`src/include/dma_chan_cfg.svh`:
```
// Offsets, field positions, reset values and limits of the channel registers
`ifndef DMA_CHAN_CFG_SVH
`define DMA_CHAN_CFG_SVH
`define DMA_NUM_CHAN 8
`define DMA_ADDR_W 8
`define DMA_OFS_PAD_BASE 8'h00
`define DMA_OFS_CNT_BASE 8'h10
`define DMA_OFS_CTRL_BASE 8'h20
`define DMA_OFS_COLL 8'h30
`define DMA_OFS_IRQ_MASK 8'h31
`define DMA_OFS_DONE 8'h32
`define DMA_CNT_W 10
`define DMA_CTRL_ON_BIT 15
`define DMA_CTRL_DIR_BIT 13
`define DMA_RESET_VAL 16'h0000
`endif

```
`src/include/dma_chan_pkg.sv`:
```
// Types shared by the channel register block and its helpers
package dma_chan_pkg;
    typedef logic [15:0] word_t;
    typedef logic [7:0] chan_vec_t;
    typedef struct packed {
        logic [7:0] addr;
        word_t wdata;
        logic wr;
        logic rd;
    } bus_req_t;
    typedef struct packed {
        chan_vec_t periph;
        chan_vec_t ram;
    } coll_t;
    typedef enum logic [1:0] {
        ST_IDLE = 2'b00,
        ST_RUN = 2'b01,
        ST_DONE = 2'b11
    } eng_state_t;
endpackage : dma_chan_pkg

```
`src/design/dma_coll_detect.sv`:
```
// Combinational detector of DMA versus CPU write collisions per channel
module dma_coll_detect #(
    parameter int NCH = 8
) (
    input wire logic [NCH-1:0] dma_wr_in,
    input wire logic [NCH-1:0] dma_to_ram_in,
    input wire logic [NCH*16-1:0] dma_addr_in,
    input wire logic cpu_ram_wr_in,
    input wire logic [15:0] cpu_ram_addr_in,
    input wire logic cpu_per_wr_in,
    input wire logic [15:0] cpu_per_addr_in,
    output logic [NCH-1:0] ram_hit_out,
    output logic [NCH-1:0] per_hit_out
);
    // Same-location writes in one cycle collide; the DMA side decides target
    always_comb begin
        for (int i = 0; i < NCH; i++) begin
            ram_hit_out[i] = dma_wr_in[i] && dma_to_ram_in[i] && cpu_ram_wr_in
                && (dma_addr_in[i*16 +: 16] == cpu_ram_addr_in);
            per_hit_out[i] = dma_wr_in[i] && !dma_to_ram_in[i] && cpu_per_wr_in
                && (dma_addr_in[i*16 +: 16] == cpu_per_addr_in);
        end
    end
endmodule : dma_coll_detect

```
`src/design/dma_block_counter.sv`:
```
// Per-channel transfer counter that ends a block after count plus one moves
module dma_block_counter #(
    parameter int CW = 10
) (
    input wire logic CLK_IN,
    input wire logic RESET_N_IN,
    input wire logic start_in,
    input wire logic abort_in,
    input wire logic step_in,
    input wire logic [CW-1:0] count_in,
    output logic busy_out,
    output logic last_out,
    output logic done_out
);
    typedef struct packed {
        dma_chan_pkg::eng_state_t st;
        logic [CW-1:0] left;
        logic done;
    } cnt_state_t;
    cnt_state_t s_r;
    cnt_state_t s_nxt;

    // Remaining moves reach zero on the last one of the block
    always_comb begin
        s_nxt = s_r;
        s_nxt.done = 1'b0;
        unique case (s_r.st)
            dma_chan_pkg::ST_IDLE: begin
                if (start_in) begin
                    s_nxt.st = dma_chan_pkg::ST_RUN;
                    s_nxt.left = count_in;
                end
            end
            dma_chan_pkg::ST_RUN: begin
                if (abort_in) begin
                    s_nxt.st = dma_chan_pkg::ST_IDLE;
                end else if (step_in) begin
                    if (s_r.left == '0) begin
                        s_nxt.st = dma_chan_pkg::ST_DONE;
                        s_nxt.done = 1'b1;
                    end else begin
                        s_nxt.left = s_r.left - 1'b1;
                    end
                end
            end
            dma_chan_pkg::ST_DONE: begin
                s_nxt.st = dma_chan_pkg::ST_IDLE;
            end
            default: begin
                s_nxt.st = dma_chan_pkg::ST_IDLE;
            end
        endcase
    end

    always_ff @(posedge CLK_IN or negedge RESET_N_IN) begin
        if (!RESET_N_IN) begin
            s_r <= '0;
        end else begin
            s_r <= s_nxt;
        end
    end

    assign busy_out = (s_r.st == dma_chan_pkg::ST_RUN);
    assign last_out = busy_out && (s_r.left == '0);
    assign done_out = s_r.done;
endmodule : dma_block_counter

```
`src/design/dma_chan_regs.sv`:
```
// Channel address, count, control and collision status registers with engine
//
// Summary of operation
// - Each channel has a 16-bit read/write peripheral address, reset zero.
// - Each channel has a 10-bit read/write count field, reset zero.
// - Count bits above the field read zero and ignore writes.
// - One block moves exactly count plus one items.
// - Status upper byte holds peripheral collision flags, channel 7 on top.
// - Status lower byte holds RAM collision flags, channel 7 on top.
// - Flags read one after a collision, reset zero, software only clears.
// - A channel runs only while its on bit is set.
// - Direction bit picks peripheral as source or as destination.
`include "dma_chan_cfg.svh"
module dma_chan_regs #(
    parameter int NCH = `DMA_NUM_CHAN,
    parameter int CW = `DMA_CNT_W
) (
    input wire logic CLK_IN,
    input wire logic RESET_N_IN,
    input wire logic [7:0] ADDR_IN,
    input wire logic [15:0] WDATA_IN,
    input wire logic WR_IN,
    input wire logic RD_IN,
    input wire logic [7:0] XFER_REQ_IN,
    input wire logic CPU_RAM_WR_IN,
    input wire logic [15:0] CPU_RAM_ADDR_IN,
    input wire logic CPU_PER_WR_IN,
    input wire logic [15:0] CPU_PER_ADDR_IN,
    output logic [15:0] RDATA_OUT,
    output logic [7:0] XFER_ACK_OUT,
    output logic [7:0] DIR_TO_PER_OUT,
    output logic [127:0] PER_ADDR_OUT,
    output logic [7:0] BLOCK_DONE_OUT,
    output logic IRQ_OUT
);
    initial begin
        if (NCH != 8 || CW < 1 || CW > 16) begin
            $error("dma_chan_regs: NCH must be 8, CW 1..16");
        end
    end

    typedef struct packed {
        logic [NCH-1:0][15:0] pad;
        logic [NCH-1:0][CW-1:0] cnt;
        logic [NCH-1:0][15:0] ctrl;
        dma_chan_pkg::coll_t coll;
        dma_chan_pkg::chan_vec_t done;
        logic [15:0] mask;
        logic [15:0] rdata;
        dma_chan_pkg::chan_vec_t ack;
        dma_chan_pkg::chan_vec_t done_p;
        logic irq;
    } regs_state_t;
    regs_state_t s_r;
    regs_state_t s_nxt;

    dma_chan_pkg::bus_req_t req;
    dma_chan_pkg::chan_vec_t on_v;
    dma_chan_pkg::chan_vec_t on_q;
    dma_chan_pkg::chan_vec_t to_ram_v;
    dma_chan_pkg::chan_vec_t busy_v;
    dma_chan_pkg::chan_vec_t last_v;
    dma_chan_pkg::chan_vec_t done_v;
    dma_chan_pkg::chan_vec_t step_v;
    dma_chan_pkg::chan_vec_t start_v;
    dma_chan_pkg::chan_vec_t ram_hit;
    dma_chan_pkg::chan_vec_t per_hit;
    logic [NCH*16-1:0] pad_flat;
    logic [7:0] xreq_s1;
    logic [7:0] xreq_s2;

    // Which register window an address falls in
    function automatic logic in_win(input logic [7:0] a, input logic [7:0] b);
        in_win = (a >= b) && (a < b + 8'h08);
    endfunction : in_win

    assign req = '{addr: ADDR_IN, wdata: WDATA_IN, wr: WR_IN, rd: RD_IN};

    // Transfer requests come from other logic; synchronise them regardless
    always_ff @(posedge CLK_IN or negedge RESET_N_IN) begin
        if (!RESET_N_IN) begin
            xreq_s1 <= 8'h00;
            xreq_s2 <= 8'h00;
            on_q <= 8'h00;
        end else begin
            xreq_s1 <= XFER_REQ_IN;
            xreq_s2 <= xreq_s1;
            on_q <= on_v;
        end
    end

    // Per-channel views of the control words
    always_comb begin
        for (int i = 0; i < NCH; i++) begin
            on_v[i] = s_r.ctrl[i][`DMA_CTRL_ON_BIT];
            to_ram_v[i] = !s_r.ctrl[i][`DMA_CTRL_DIR_BIT];
            pad_flat[i*16 +: 16] = s_r.pad[i];
            start_v[i] = on_v[i] && !on_q[i];
            step_v[i] = busy_v[i] && xreq_s2[i] && on_v[i];
        end
    end

    // Block length counters, one per channel
    for (genvar g = 0; g < NCH; g++) begin : g_cnt
        dma_block_counter #(.CW(CW)) u_cnt (
            .CLK_IN(CLK_IN),
            .RESET_N_IN(RESET_N_IN),
            .start_in(start_v[g]),
            .abort_in(!on_v[g]),
            .step_in(step_v[g]),
            .count_in(s_r.cnt[g]),
            .busy_out(busy_v[g]),
            .last_out(last_v[g]),
            .done_out(done_v[g])
        );
    end

    dma_coll_detect #(.NCH(NCH)) u_coll (
        .dma_wr_in(step_v),
        .dma_to_ram_in(to_ram_v),
        .dma_addr_in(pad_flat),
        .cpu_ram_wr_in(CPU_RAM_WR_IN),
        .cpu_ram_addr_in(CPU_RAM_ADDR_IN),
        .cpu_per_wr_in(CPU_PER_WR_IN),
        .cpu_per_addr_in(CPU_PER_ADDR_IN),
        .ram_hit_out(ram_hit),
        .per_hit_out(per_hit)
    );

    // Register writes, flag updates and read mux
    always_comb begin
        logic [2:0] idx;
        logic [15:0] rd;
        s_nxt = s_r;
        idx = req.addr[2:0];
        rd = 16'h0000;
        // Writes while a channel is on are accepted but unsafe
        if (req.wr) begin
            if (in_win(req.addr, `DMA_OFS_PAD_BASE)) begin
                s_nxt.pad[idx] = req.wdata;
            end else if (in_win(req.addr, `DMA_OFS_CNT_BASE)) begin
                s_nxt.cnt[idx] = req.wdata[CW-1:0];
            end else if (in_win(req.addr, `DMA_OFS_CTRL_BASE)) begin
                s_nxt.ctrl[idx] = req.wdata;
            end else if (req.addr == `DMA_OFS_COLL) begin
                s_nxt.coll = s_r.coll & ~req.wdata;
            end else if (req.addr == `DMA_OFS_IRQ_MASK) begin
                s_nxt.mask = req.wdata;
            end else if (req.addr == `DMA_OFS_DONE) begin
                s_nxt.done = s_r.done & ~req.wdata[7:0];
            end
        end
        // Hardware set wins over a same-cycle software clear
        s_nxt.coll.periph = s_nxt.coll.periph | per_hit;
        s_nxt.coll.ram = s_nxt.coll.ram | ram_hit;
        s_nxt.done = s_nxt.done | done_v;
        if (req.rd) begin
            if (in_win(req.addr, `DMA_OFS_PAD_BASE)) begin
                rd = s_r.pad[idx];
            end else if (in_win(req.addr, `DMA_OFS_CNT_BASE)) begin
                rd = 16'(s_r.cnt[idx]);
            end else if (in_win(req.addr, `DMA_OFS_CTRL_BASE)) begin
                rd = s_r.ctrl[idx];
            end else if (req.addr == `DMA_OFS_COLL) begin
                rd = s_r.coll;
            end else if (req.addr == `DMA_OFS_IRQ_MASK) begin
                rd = s_r.mask;
            end else if (req.addr == `DMA_OFS_DONE) begin
                rd = {8'h00, s_r.done};
            end
        end
        s_nxt.rdata = rd; // Unmapped reads return zero
        s_nxt.ack = step_v;
        // Pulse with the final step so it leaves beside the last ack
        s_nxt.done_p = step_v & last_v;
        // Only unmasked collision flags drive the level; done bits do not
        s_nxt.irq = |(s_nxt.coll & s_nxt.mask);
    end

    always_ff @(posedge CLK_IN or negedge RESET_N_IN) begin
        if (!RESET_N_IN) begin
            s_r <= '0;
        end else begin
            s_r <= s_nxt;
        end
    end

    // Outputs straight from flops
    assign RDATA_OUT = s_r.rdata;
    assign XFER_ACK_OUT = s_r.ack;
    assign BLOCK_DONE_OUT = s_r.done_p;
    assign IRQ_OUT = s_r.irq;
    always_comb begin
        for (int i = 0; i < NCH; i++) begin
            DIR_TO_PER_OUT[i] = s_r.ctrl[i][`DMA_CTRL_DIR_BIT];
            PER_ADDR_OUT[i*16 +: 16] = s_r.pad[i];
        end
    end
endmodule : dma_chan_regs

```
`config.mk`:
```
export PLATFORM = sky130hd
export DESIGN_NAME = dma_chan_regs
export DESIGN_NICKNAME = d
export VERILOG_FILES = /design/src/include/dma_chan_pkg.sv /design/src/design/dma_coll_detect.sv /design/src/design/dma_block_counter.sv /design/src/design/dma_chan_regs.sv
export VERILOG_INCLUDE_DIRS = /design/src /design/src/include
export SDC_FILE = /design/constraint.sdc
export NUM_CORES = 1
export LEC_CHECK = 0
export BUFFER_PORTS_ARGS = -buffer_cell sky130_fd_sc_hd__buf_2
export CAP_MARGIN = 20
export CORE_ASPECT_RATIO = 1.2
export CORE_MARGIN = 1
export CORE_UTILIZATION = 65
export DETAILED_ROUTE_END_ITERATION = 6
export PLACE_DENSITY = 0.95
export REMOVE_ABC_BUFFERS = 1
export SETUP_SLACK_MARGIN = 0.15
export SYNTH_ARGS = -nofsm -noshare
export SYNTH_HDL_FRONTEND = slang
export SYNTH_SLANG_ARGS = --single-unit
```
`constraint.sdc`:
```
create_clock -name CLK_IN -period 3.33 [get_ports CLK_IN]
set_input_delay 0.333 -clock CLK_IN [delete_from_list [all_inputs] [get_ports CLK_IN]]
set_output_delay 0.333 -clock CLK_IN [all_outputs]
set_load 0.01 [all_outputs]
```
# Yosys cells after proc, flatten, opt, wreduce, memory -nomap -nowiden
# Cells that the tools add are included.
totals:
  input_bits: 70
  ff_bits: 537
  output_inout_bits: 169
classes:
  n_bitwise: 11
  eq_ne: 75
  reduce_logical: 144
  magnitude_cmp: 8
  n_mux: 109
  add_sub_neg: 8
ops:
  columns: ["op", "n"]
  rows:
  - ["128-bit bitwise mux", 2]
  - ["16-bit == test", 16]
  - ["16-bit two-way mux", 11]
  - ["40-bit two-way mux", 4]
  - ["10-bit one-hot mux with 2 select lines", 8]
  - ["13-bit two-way mux", 8]
  - ["10-bit two-way mux", 10]
  - ["16-bit binary-select mux with 3-bit select", 2]
  - ["12-bit two-way mux", 8]
  - ["11-bit two-way mux", 8]
  - ["1-bit logical AND", 84]
  - ["80-bit bitwise mux", 1]
  - ["10-bit logical NOT", 8]
  - ["10-bit by 1-bit subtractor with 10-bit output (second input constant)", 8]
  - ["16-bit demux with 3-bit select", 1]
  - ["5-bit AND reduction", 8]
  - ["16-bit AND", 2]
  - ["2-bit two-way mux", 16]
  - ["2-bit by 1-bit != test with 1-bit output (second input constant)", 16]
  - ["2-bit != test (second input constant)", 16]
  - ["2-bit one-hot mux with 2 select lines", 8]
  - ["10-bit binary-select mux with 3-bit select", 1]
  - ["10-bit demux with 3-bit select", 1]
  - ["3-bit AND reduction", 9]
  - ["other kinds (26)", 99]

# Depth between registers and ports, before layout
# Gate-level depths: netlist of run 1.
logic_depth:
  word_depth: 12
  depth_mapped: 10
  depth_no_buf: 8

# Hierarchy
# Synthesis of run 1 repeated with hierarchy kept, for this count alone.
unflattened:
  hier_cells: 2762
  area_unflattened_um2: 29921.2
by_module_without_submodules:
  columns: ["mod", "area_each_um2", "cells_per_inst", "n_inst"]
  rows:
  - ["dma_chan_regs", 20155.6, 1664, 1]
  - ["dma_block_counter", 825.8, 88, 8]
  - ["dma_coll_detect", 3159.3, 394, 1]

# Worst setup path before layout of run 1
# No wires, ideal clock.
synth_timing:
  path_type: "input to register"
  startpoint: "input port ADDR_IN[1]"
  endpoint: "register s_r, in the netlist PER_ADDR_OUT[69]"
  arrival_ps: 2021
  setup_slack_ps: 1184
  cell_stages: 7
  n_path_buf: 4
  cell_sequence: "buf_4 > or3b_2 > buf_2 > or3_1 > buf_2 > buf_6 > mux2_4"
synth_via:
  elab_chain_len: 5
  elab_cells_between_ends: 10
  classes_between: "order compare: 4; mux: 3; reduce/logical: 3"
synth_lines:
  columns: ["item", "line_no", "rtl"]
  rows:
  - ["start: declaration", "dma_chan_regs.sv:20", "input wire logic [7:0] ADDR_IN,"]
  - ["3-bit by 4-bit less-than comparator with 1-bit output (implied by the code) / 3-bit by 1-bit >= comparator with 1-bit output (equally long branches)", "dma_chan_regs.sv:140", "s_nxt.pad[idx] = req.wdata;"]
  - ["1-bit logical AND (implied by the code)", "dma_chan_regs.sv:140", null]
  - ["16-bit two-way mux (implied by the code)", "dma_chan_regs.sv:140", null]
  - ["16-bit demux with 3-bit select", "dma_chan_regs.sv:140", null]
  - ["128-bit bitwise mux", "dma_chan_regs.sv:140", null]
  - ["end signal: assignment", "dma_chan_regs.sv:184", "s_r <= s_nxt;"]
  - ["end: declaration", "dma_chan_regs.sv:54", "regs_state_t s_r;"]
# Parallel ways exist; a longest one is shown, timed or not.
# A chain may end at the register's enable or synchronous reset.

# Worst setup path in the final report of run 1
layout_timing:
  startpoint: "register g_cnt[2].u_cnt.s_r[6] in the netlist's numbering"
  endpoint: "register g_cnt[2].u_cnt.s_r[10] in the netlist's numbering"
layout_via:
  elab_chain_len: 5
  elab_cells_between_ends: 8
  classes_between: "add/sub: 1; eq/ne: 1; mux: 4; reduce/logical: 2"
layout_lines:
  columns: ["item", "line_no", "rtl"]
  rows:
  - ["start: declaration", "dma_block_counter.sv:20", "cnt_state_t s_r;"]
  - ["start signal: assignment", "dma_block_counter.sv:59", "s_r <= s_nxt;"]
  - ["10-bit by 1-bit subtractor with 10-bit output", "dma_block_counter.sv:42", "s_nxt.left = s_r.left - 1'b1;"]
  - ["10-bit two-way mux", "dma_block_counter.sv:38", "if (s_r.left == '0) begin"]
  - ["13-bit two-way mux", "dma_block_counter.sv:37", "end else if (step_in) begin"]
  - ["11-bit two-way mux", "dma_block_counter.sv:35", "if (abort_in) begin"]
  - ["10-bit one-hot mux with 2 select lines", "dma_block_counter.sv:27", "unique case (s_r.st)"]
# Parallel ways exist; a longest one is shown, timed or not. The select of a mux whose other input is x is not followed.

==> run metrics, run 1 <==
ratio of cells with drive above 1 in the final layout ~30%; H-tree Lvls 2; Leakage between 15 and 20 nW; pin count of the biggest net entering global routing between 100 and 150; CP Data Arrival Time roughly 3300 ps; commonest non-fill, non-tap cells in the layout 537 x dfrtp_1, 295 x mux2_2, 240 x xor2_1; number of clock sinks roughly 540; worst hold slack roughly 150 ps; global-route wire length before repair ~170000 um; status complete, but fails checks; Setup TNS Final 0 ps; clock-pin slew on the worst setup and hold paths 70 ps; most common cell after layout, fill and taps aside dfrtp_1; cells resized by post-CTS repair 0; kind of end point of the critical path flop; overall via count from detail_route approximately 24000; combined area of all synthesized cells about 29000 um^2; critical setup path kind reg2reg; R2R setup slack approximately 580 ps; total wire length around 120000 um; number of nets in the layout 2785; die boundary height approximately 230 um; DR pass1 iterations 7; top flip-flop cell by instance count after synthesis dfrtp_1; Root Buffer Master clkbuf_16; DR WL/cell roughly 35 um; horizontal extent of the die between 150 and 200 um; number of buffer cells added on primary ports 238; clock tree from TritonCTS built; required time reported for the critical path endpoint ~3900 ps; violated checks design-rule violations; Cells on Worst Hold Path 3; die footprint 45000 um^2; count of cells along the worst register-to-register path 7; starting utilization of the core area between 60% and 70%; largest delay contributor family on the critical path simple AND/OR/NAND/NOR gates; count of state elements after synthesis between 500 and 600; synth unique cells 77; number of buffer and inverter instances along the worst setup path 1; RD Place Congestion around 1.0; register area share after synthesis between 40% and 50%; power density of the placed cells approximately 530 nW/um^2; Max FO, Critical Path 20; Slew @ Worst Pin 1150 ps; total setup buffers inserted after CTS 0; Peak Freq around 360 MHz; hold violation count in the final report 0; number of non-filler instances in the completed layout ~3300; Core Rows 83; Maximum Capacitance Violations 0; Avg Inst Size Synth ~11 um^2; Hold EP DIR_TO_PER_OUT[4]$_DFFE_PN0P_; Reg2Reg Launch Point g_cnt[2].u_cnt.s_r[6]$_DFFE_PN0P_; post-route cell area between 30000 and 40000 um^2; DR DRC count 2; DRC violation total after the first TritonRoute iteration ~3200; setup violators final 0; worst hold path class in2reg; total instance count after detailed placement between 3000 and 4000; Rel. slew slack 22.7%; Pins Over Slew Limit 0; post-detail-place hpwl 82100 um; end of the worst register-to-register path g_cnt[2].u_cnt.s_r[10]$_DFFE_PN0P_; sort of element at the start of the critical path flop; number of enable-type register cells in the synthesized netlist 0; number of antenna violations at the first check in global routing 4; synth top area cells dfrtp_1 47%, mux2_2 12%, xor2_1 7.3%, buf_4 4.7%, o22ai_1 3.6%; Worst Slack Setup Final just under 600 ps; fillers 2849; GRT Util Overall a little over half; RSZ-0062 raised after global routing no; Post-Synthesis Cells approximately 2600; fraction of registers with async set/reset between 90% and 100%; most common cell type on the critical path o21ai_0; Register Area 13400 um^2; most area-hungry cell type in the Yosys netlist dfrtp_1; Warnings, synthesis 0; maximum clock path buffer count 3; HP Start WDATA_IN[13]; Period Utilization, post-route 82.4%; Max stage delay on crit path between 700 and 800 ps; number of hold buffers added after cts 9; Core Box Area 43200 um^2; Skew-Pair Late Insertion Delay between 600 and 700 ps; area fraction of the dominant cell type after synthesis ~47%; Overflow after GRT 0; Syn-to-layout area delta 9.29%; number of CTS-inserted buffers between 50 and 60; total design power roughly 17 mW; Min Clock Period, post-route between 2000 and 3000 ps; DP Worst Slack roughly 320 ps; utilization of the core after routing between 70 and 80%; via count of the first global-routing pass between 20000 and 25000; number of routed nets with antenna violations 0; clock skew around 28 ps; worst ir drop on vdd roughly 480 uV; IO Pins ~240; instance area after placement around 30000 um^2; cell with the biggest individual delay on the critical path nor4_1; cell-by-cell listing of the critical path nor4_1, nand2_1, o41a_1, o21ai_1, buf_4, o21ai_0, o21ai_0; per-cell via count in the routed design approximately 7.3; area taken by multi-input logic gates around 13000 um^2
cell usage after synthesis, types with 22 or more instances:
cell and count:
o22ai_1 165, nor2_1 116, nand2b_1 22, inv_1 57
clkbuf_1 88, mux2_4 40, nand2_1 76, nor4_1 95
buf_2 71, a22oi_1 29, xor2_1 240, buf_4 180
dfrtp_1 537, o21ai_0 142, mux2_2 295, a21oi_1 86
nor3_1 52
layout make-up:
class / count / area share, %
clock buffers: 72 / 4.78
well taps: 552 / 2.20
diodes: 3 / 0.0239
multi-input cells: 1688 / 41.0
inverters: 61 / 0.730
repair buffers: 366 / 7.45
flip-flops and latches: 537 / 42.9
clock inverters: 28 / 0.950
worst max path at each step:
| stage | start | endpoint | slack [ps] | cells past startpoint |
|---|---|---|---|---|
| after detailed placement | ADDR_IN[2] | RDATA_OUT[13]$_DFF_PN0_ | 320 | 9 |
| after global routing | g_cnt[4].u_cnt.s_r[5]$_DFFE_PN0P_ | g_cnt[4].u_cnt.s_r[10]$_DFFE_PN0P_ | 520 | 6 |
| after floorplan | ADDR_IN[2] | PER_ADDR_OUT[53]$_DFFE_PN0P_ | 680 | 3 |
| after CTS | g_cnt[4].u_cnt.s_r[5]$_DFFE_PN0P_ | g_cnt[4].u_cnt.s_r[9]$_DFFE_PN0P_ | 670 | 6 |
| final | g_cnt[2].u_cnt.s_r[6]$_DFFE_PN0P_ | g_cnt[2].u_cnt.s_r[10]$_DFFE_PN0P_ | 580 | 7 |
| after global placement | ADDR_IN[7] | RDATA_OUT[13]$_DFF_PN0_ | 290 | 9 |
cell families (layout without fill, tap and decap cells):
logic type,count (synthesis),count (layout),synth area share [%]
simple gates,505,505,9.75
fa+ha+maj,8,8,0.349
other cells,0,3,0
mux,347,347,14.1
xor+xnor,256,256,7.82
compound gates,572,572,12.7
flops,537,537,46.8
buf+inv,415,527,8.36
metal layers:
layer  vias up  GRT usage, %  wire (um)  share of wire (%)
met3       737          15.8      13700                 12
met4         6          49.5      13300                 11
met1     11800          58.9      38100                 32
met5         -             0         31              0.026
met2      2197          80.8      52100                 44
li1       9542             -          -                  -
sequential cells by signal, summed over array words and instances, names as in the netlist, 8 cells and up:
signal                count
on_v                      8
s_r                     232
XFER_ACK_OUT              8
g_cnt.u_cnt.s_r          96
xreq_s2                   8
g_cnt.u_cnt.done_out      8
PER_ADDR_OUT            128
xreq_s1                   8
BLOCK_DONE_OUT            8
DIR_TO_PER_OUT            8
on_q                      8
RDATA_OUT                16
worst reg2reg max path, delay by kind of cell, from the launching register on:
| family | cells | cell delay (ps) |
|---|---|---|
| AOI/OAI and AO/OA | 4 | 890 |
| buffers and inverters | 1 | 230 |
| DFF | 1 | 410 |
| and+or+nand+nor | 2 | 1100 |
power breakdown:
| part | leakage [nW] | switching, mW | internal (mW) |
|---|---|---|---|
| combinational | 7.65 | 1.95 | 0.972 |
| clock | 0.880 | 2.80 | 3.44 |
| sequential | 7.25 | 0.573 | 6.94 |
| total | 15.8 | 5.33 | 11.4 |
Note: power is estimated with default switching activity, not from simulation.
==> run 2: changes to the inputs <==
Settings changed: ABC_AREA from default to 1, CORE_UTILIZATION 65 to 55, PLACE_DENSITY 0.95 to 0.87.
Clock period 3.33 ns to 2.4 ns, I/O delays scaled along.
==> run 2 against run 1 <==
Against the previous run: the run now ends clean; hold slack got worse by 110 ps; final cell count grew 44%; sequential cell count unchanged; global-route usage shrank 8.5 points; sequential share of layout area shrank 1.8 points; sequential power is 38% higher; non-clock buffer count is 37 higher; first-iteration DRC count increased by 30%; clock power is 44% higher; core utilization fell by 10 points; largest cell class unchanged; largest power group unchanged; highest routed layer unchanged.
==> run metrics, run 2 <==
Worst Slack Setup Final 155 ps (-430 ps); DP Worst Slack 196 ps (-120 ps); hold violation count in the final report 0 (unchanged); DR WL/cell 24.7 um (-30%); Min Clock Period, post-route 2240 ps (-500 ps); Setup TNS Final 0 ps (unchanged); Warnings, synthesis 0 (unchanged); DR pass1 iterations 7 (unchanged); most area-hungry cell type in the Yosys netlist dfrtp_1; GRT Util Overall 44.1% (-8.5 points); Overflow after GRT 0 (unchanged); DR DRC count 0 (-2); overall via count from detail_route 29000 (+20%); number of buffer cells added on primary ports 238 (unchanged); fillers 4548 (+60%); pin count of the biggest net entering global routing 81 (-30%); IO Pins 239 (unchanged); number of enable-type register cells in the synthesized netlist 0 (unchanged); number of antenna violations at the first check in global routing 8 (+4); Cells on Worst Hold Path 3 (unchanged); H-tree Lvls 2 (unchanged); Avg Inst Size Synth 7.49 um^2 (-31%); global-route wire length before repair 174000 um (+2.9%); critical setup path kind reg2reg; commonest non-fill, non-tap cells in the layout 1215 x nand2_1, 537 x dfrtp_1, 471 x o21ai_0; Rel. slew slack 41.4% (+19 points); area fraction of the dominant cell type after synthesis 45.9% (-0.97 points); die footprint 54200 um^2 (+20%); Top reg by flops s_r; starting utilization of the core area 55.7% (-11 points); required time reported for the critical path endpoint 2980 ps (-880 ps); Commonest cells post-synth 1216 x nand2_1, 537 x dfrtp_1, 473 x o21ai_0; end of the worst register-to-register path IRQ_OUT$_DFF_PN0_; clock-pin slew on the worst setup and hold paths 70 ps (about the same); status finished clean; Root Buffer Master clkbuf_16; R2R setup slack 160 ps (-430 ps); ratio of cells with drive above 1 in the final layout 13.6% (-16 points); count of cells along the worst register-to-register path 12 (+5); Post-Synthesis Cells 3910 (+48%); setup violators final 0 (unchanged); number of routed nets with antenna violations 0 (unchanged); Pins Over Slew Limit 0 (unchanged); synth top area cells dfrtp_1 46%, nand2_1 16%, o21ai_0 8.1%, inv_1 4.4%, buf_4 4.4%; top flip-flop cell by instance count after synthesis dfrtp_1; clock tree from TritonCTS built; Reg2Reg Launch Point on_v[1]$_DFFE_PN0P_; sort of element at the start of the critical path flop; Maximum Capacitance Violations 0 (unchanged); maximum clock path buffer count 3 (unchanged); Syn-to-layout area delta 11.7%; number of clock sinks 537 (unchanged); via count of the first global-routing pass 27600 (+14%); Hold EP s_r[135]$_DFFE_PN0P_; leading cell type by number of instances after synthesis nand2_1; Slew @ Worst Pin 878 ps (-271 ps); Core Rows 92 (+11%); max FFs per register 232 (unchanged); die boundary height 255 um (+9.8%); HP Start WDATA_IN[14]; power density of the placed cells 738 nW/um^2 (+39%); post-detail-place hpwl 84500 um (+2.8%); clock skew 46.6 ps (+18.8 ps); Peak Freq 445 MHz (+22%); fraction of registers with async set/reset 100% (unchanged); RD Place Congestion 1.08 (+3.5%); most common cell after layout, fill and taps aside nand2_1; count of state elements after synthesis 537 (unchanged); kind of end point of the critical path flop; Max FO, Critical Path 10 (-50%); CP Data Arrival Time 2830 ps (-440 ps); per-cell via count in the routed design 6.08 (-17%); horizontal extent of the die 213 um (+9.8%); Core Box Area 52600 um^2 (+22%); Skew-Pair Late Insertion Delay 660 ps (+20 ps); worst hold path class in2reg; Period Utilization, post-route 93.5% (+11 points); DRC violation total after the first TritonRoute iteration 4112 (+30%); worst ir drop on vdd 565 uV (+19%); Leakage 16.0 nW (+1.6%); register area share after synthesis 45.9% (-0.97 points); combined area of all synthesized cells 29300 um^2 (+2.1%); number of CTS-inserted buffers 53 (unchanged); total wire length 118000 um (+0.63%); RSZ-0062 raised after global routing yes; number of nets in the layout 4099 (+47%); synth unique cells 57 (-26%)
-- run 2: layout make-up --
class                      instances  area [um^2]  area share (%)
antenna                            4         10.0          0.0306
clock buffer                      72         1530            4.67
clock inverter                    27          352            1.08
inverter                         379         1430            4.37
multi-input combinational       2647        12400            37.9
sequential                       537        13400            41.1
tap                              705          882            2.70
timing repair buffer             403         2690            8.22
-- run 2: timing repair --
item | 4_1_cts | 5_1_grt
setup endpoints to repair | 0 | 22
setup buffers | 0 | 2
endpoints found under the hold margin | 81 | 0
resized for setup | 0 | 7
hold buffers | 24 | 0
-- run 2: per-layer routing --
metal	GRT usage [%]	up-vias	share of wire (%)
li1	-	12700	-
met3	12.4	644	12
met1	52.8	13500	35
met2	66.2	2127	43
met4	36.6	6	10
met5	0	-	0.027
-- run 2: worst max-delay path by stage --
stage                                                   from                                 to  slack, ps  cells past startpoint
after floorplan                          on_v[0]$_DFFE_PN0P_  g_cnt[0].u_cnt.s_r[4]$_DFFE_PN0P_         70                      5
after global placement    g_cnt[3].u_cnt.s_r[12]$_DFFE_PN0P_                  IRQ_OUT$_DFF_PN0_        200                     13
after detailed placement  g_cnt[3].u_cnt.s_r[12]$_DFFE_PN0P_                  IRQ_OUT$_DFF_PN0_        200                     13
after CTS                 g_cnt[3].u_cnt.s_r[12]$_DFFE_PN0P_                  IRQ_OUT$_DFF_PN0_        170                     13
after global routing                     on_v[1]$_DFFE_PN0P_                  IRQ_OUT$_DFF_PN0_        100                     12
final                                    on_v[1]$_DFFE_PN0P_                  IRQ_OUT$_DFF_PN0_        160                     12
-- run 2: stage by stage --
step                std cells  cell area, um^2  utilization [%]  hold slack, ps  total power [mW]
floorplan                3563            27200                -           -55.6              13.2
global placement         4645            30500             58.1             240              14.9
detailed placement       4645            30500             58.1             249              15.0
finish                   4774            32700             62.2            33.7              24.1
global route             4772            32700             62.2            30.9              25.0
CTS                      4768            32700             62.1            22.5              24.0
-- run 2: logic make-up (layout without fill, tap and decap cells) --
kind of cell	count (synthesis)	in the layout	share of synthesized area [%]
adder cells (fa/ha/maj)	8	8	0.342
AO/OA/AOI/OAI	864	864	16.4
other	0	4	0
XOR/XNOR	63	63	1.88
buffers and inverters	726	881	11.9
AND/OR/NAND/NOR	1712	1712	23.5
flip-flops	537	537	45.9
-- run 2: critical path, cell delays in order, from the launching register on --
cell      delay, ps
dfrtp_1         600
nand3_1         170
clkinv_1        230
nand2_1         200
nor2_1          290
nand3_1         220
nand2_1         140
nand2_1          60
nand2_1          60
clkinv_1         50
nand2_1          60
nor2_1           40
nand2_1          50
-- run 2: power by group --
group          internal [mW]  switching [mW]
registers               9.67           0.703
logic                   1.51            3.27
clock network           5.15            3.83
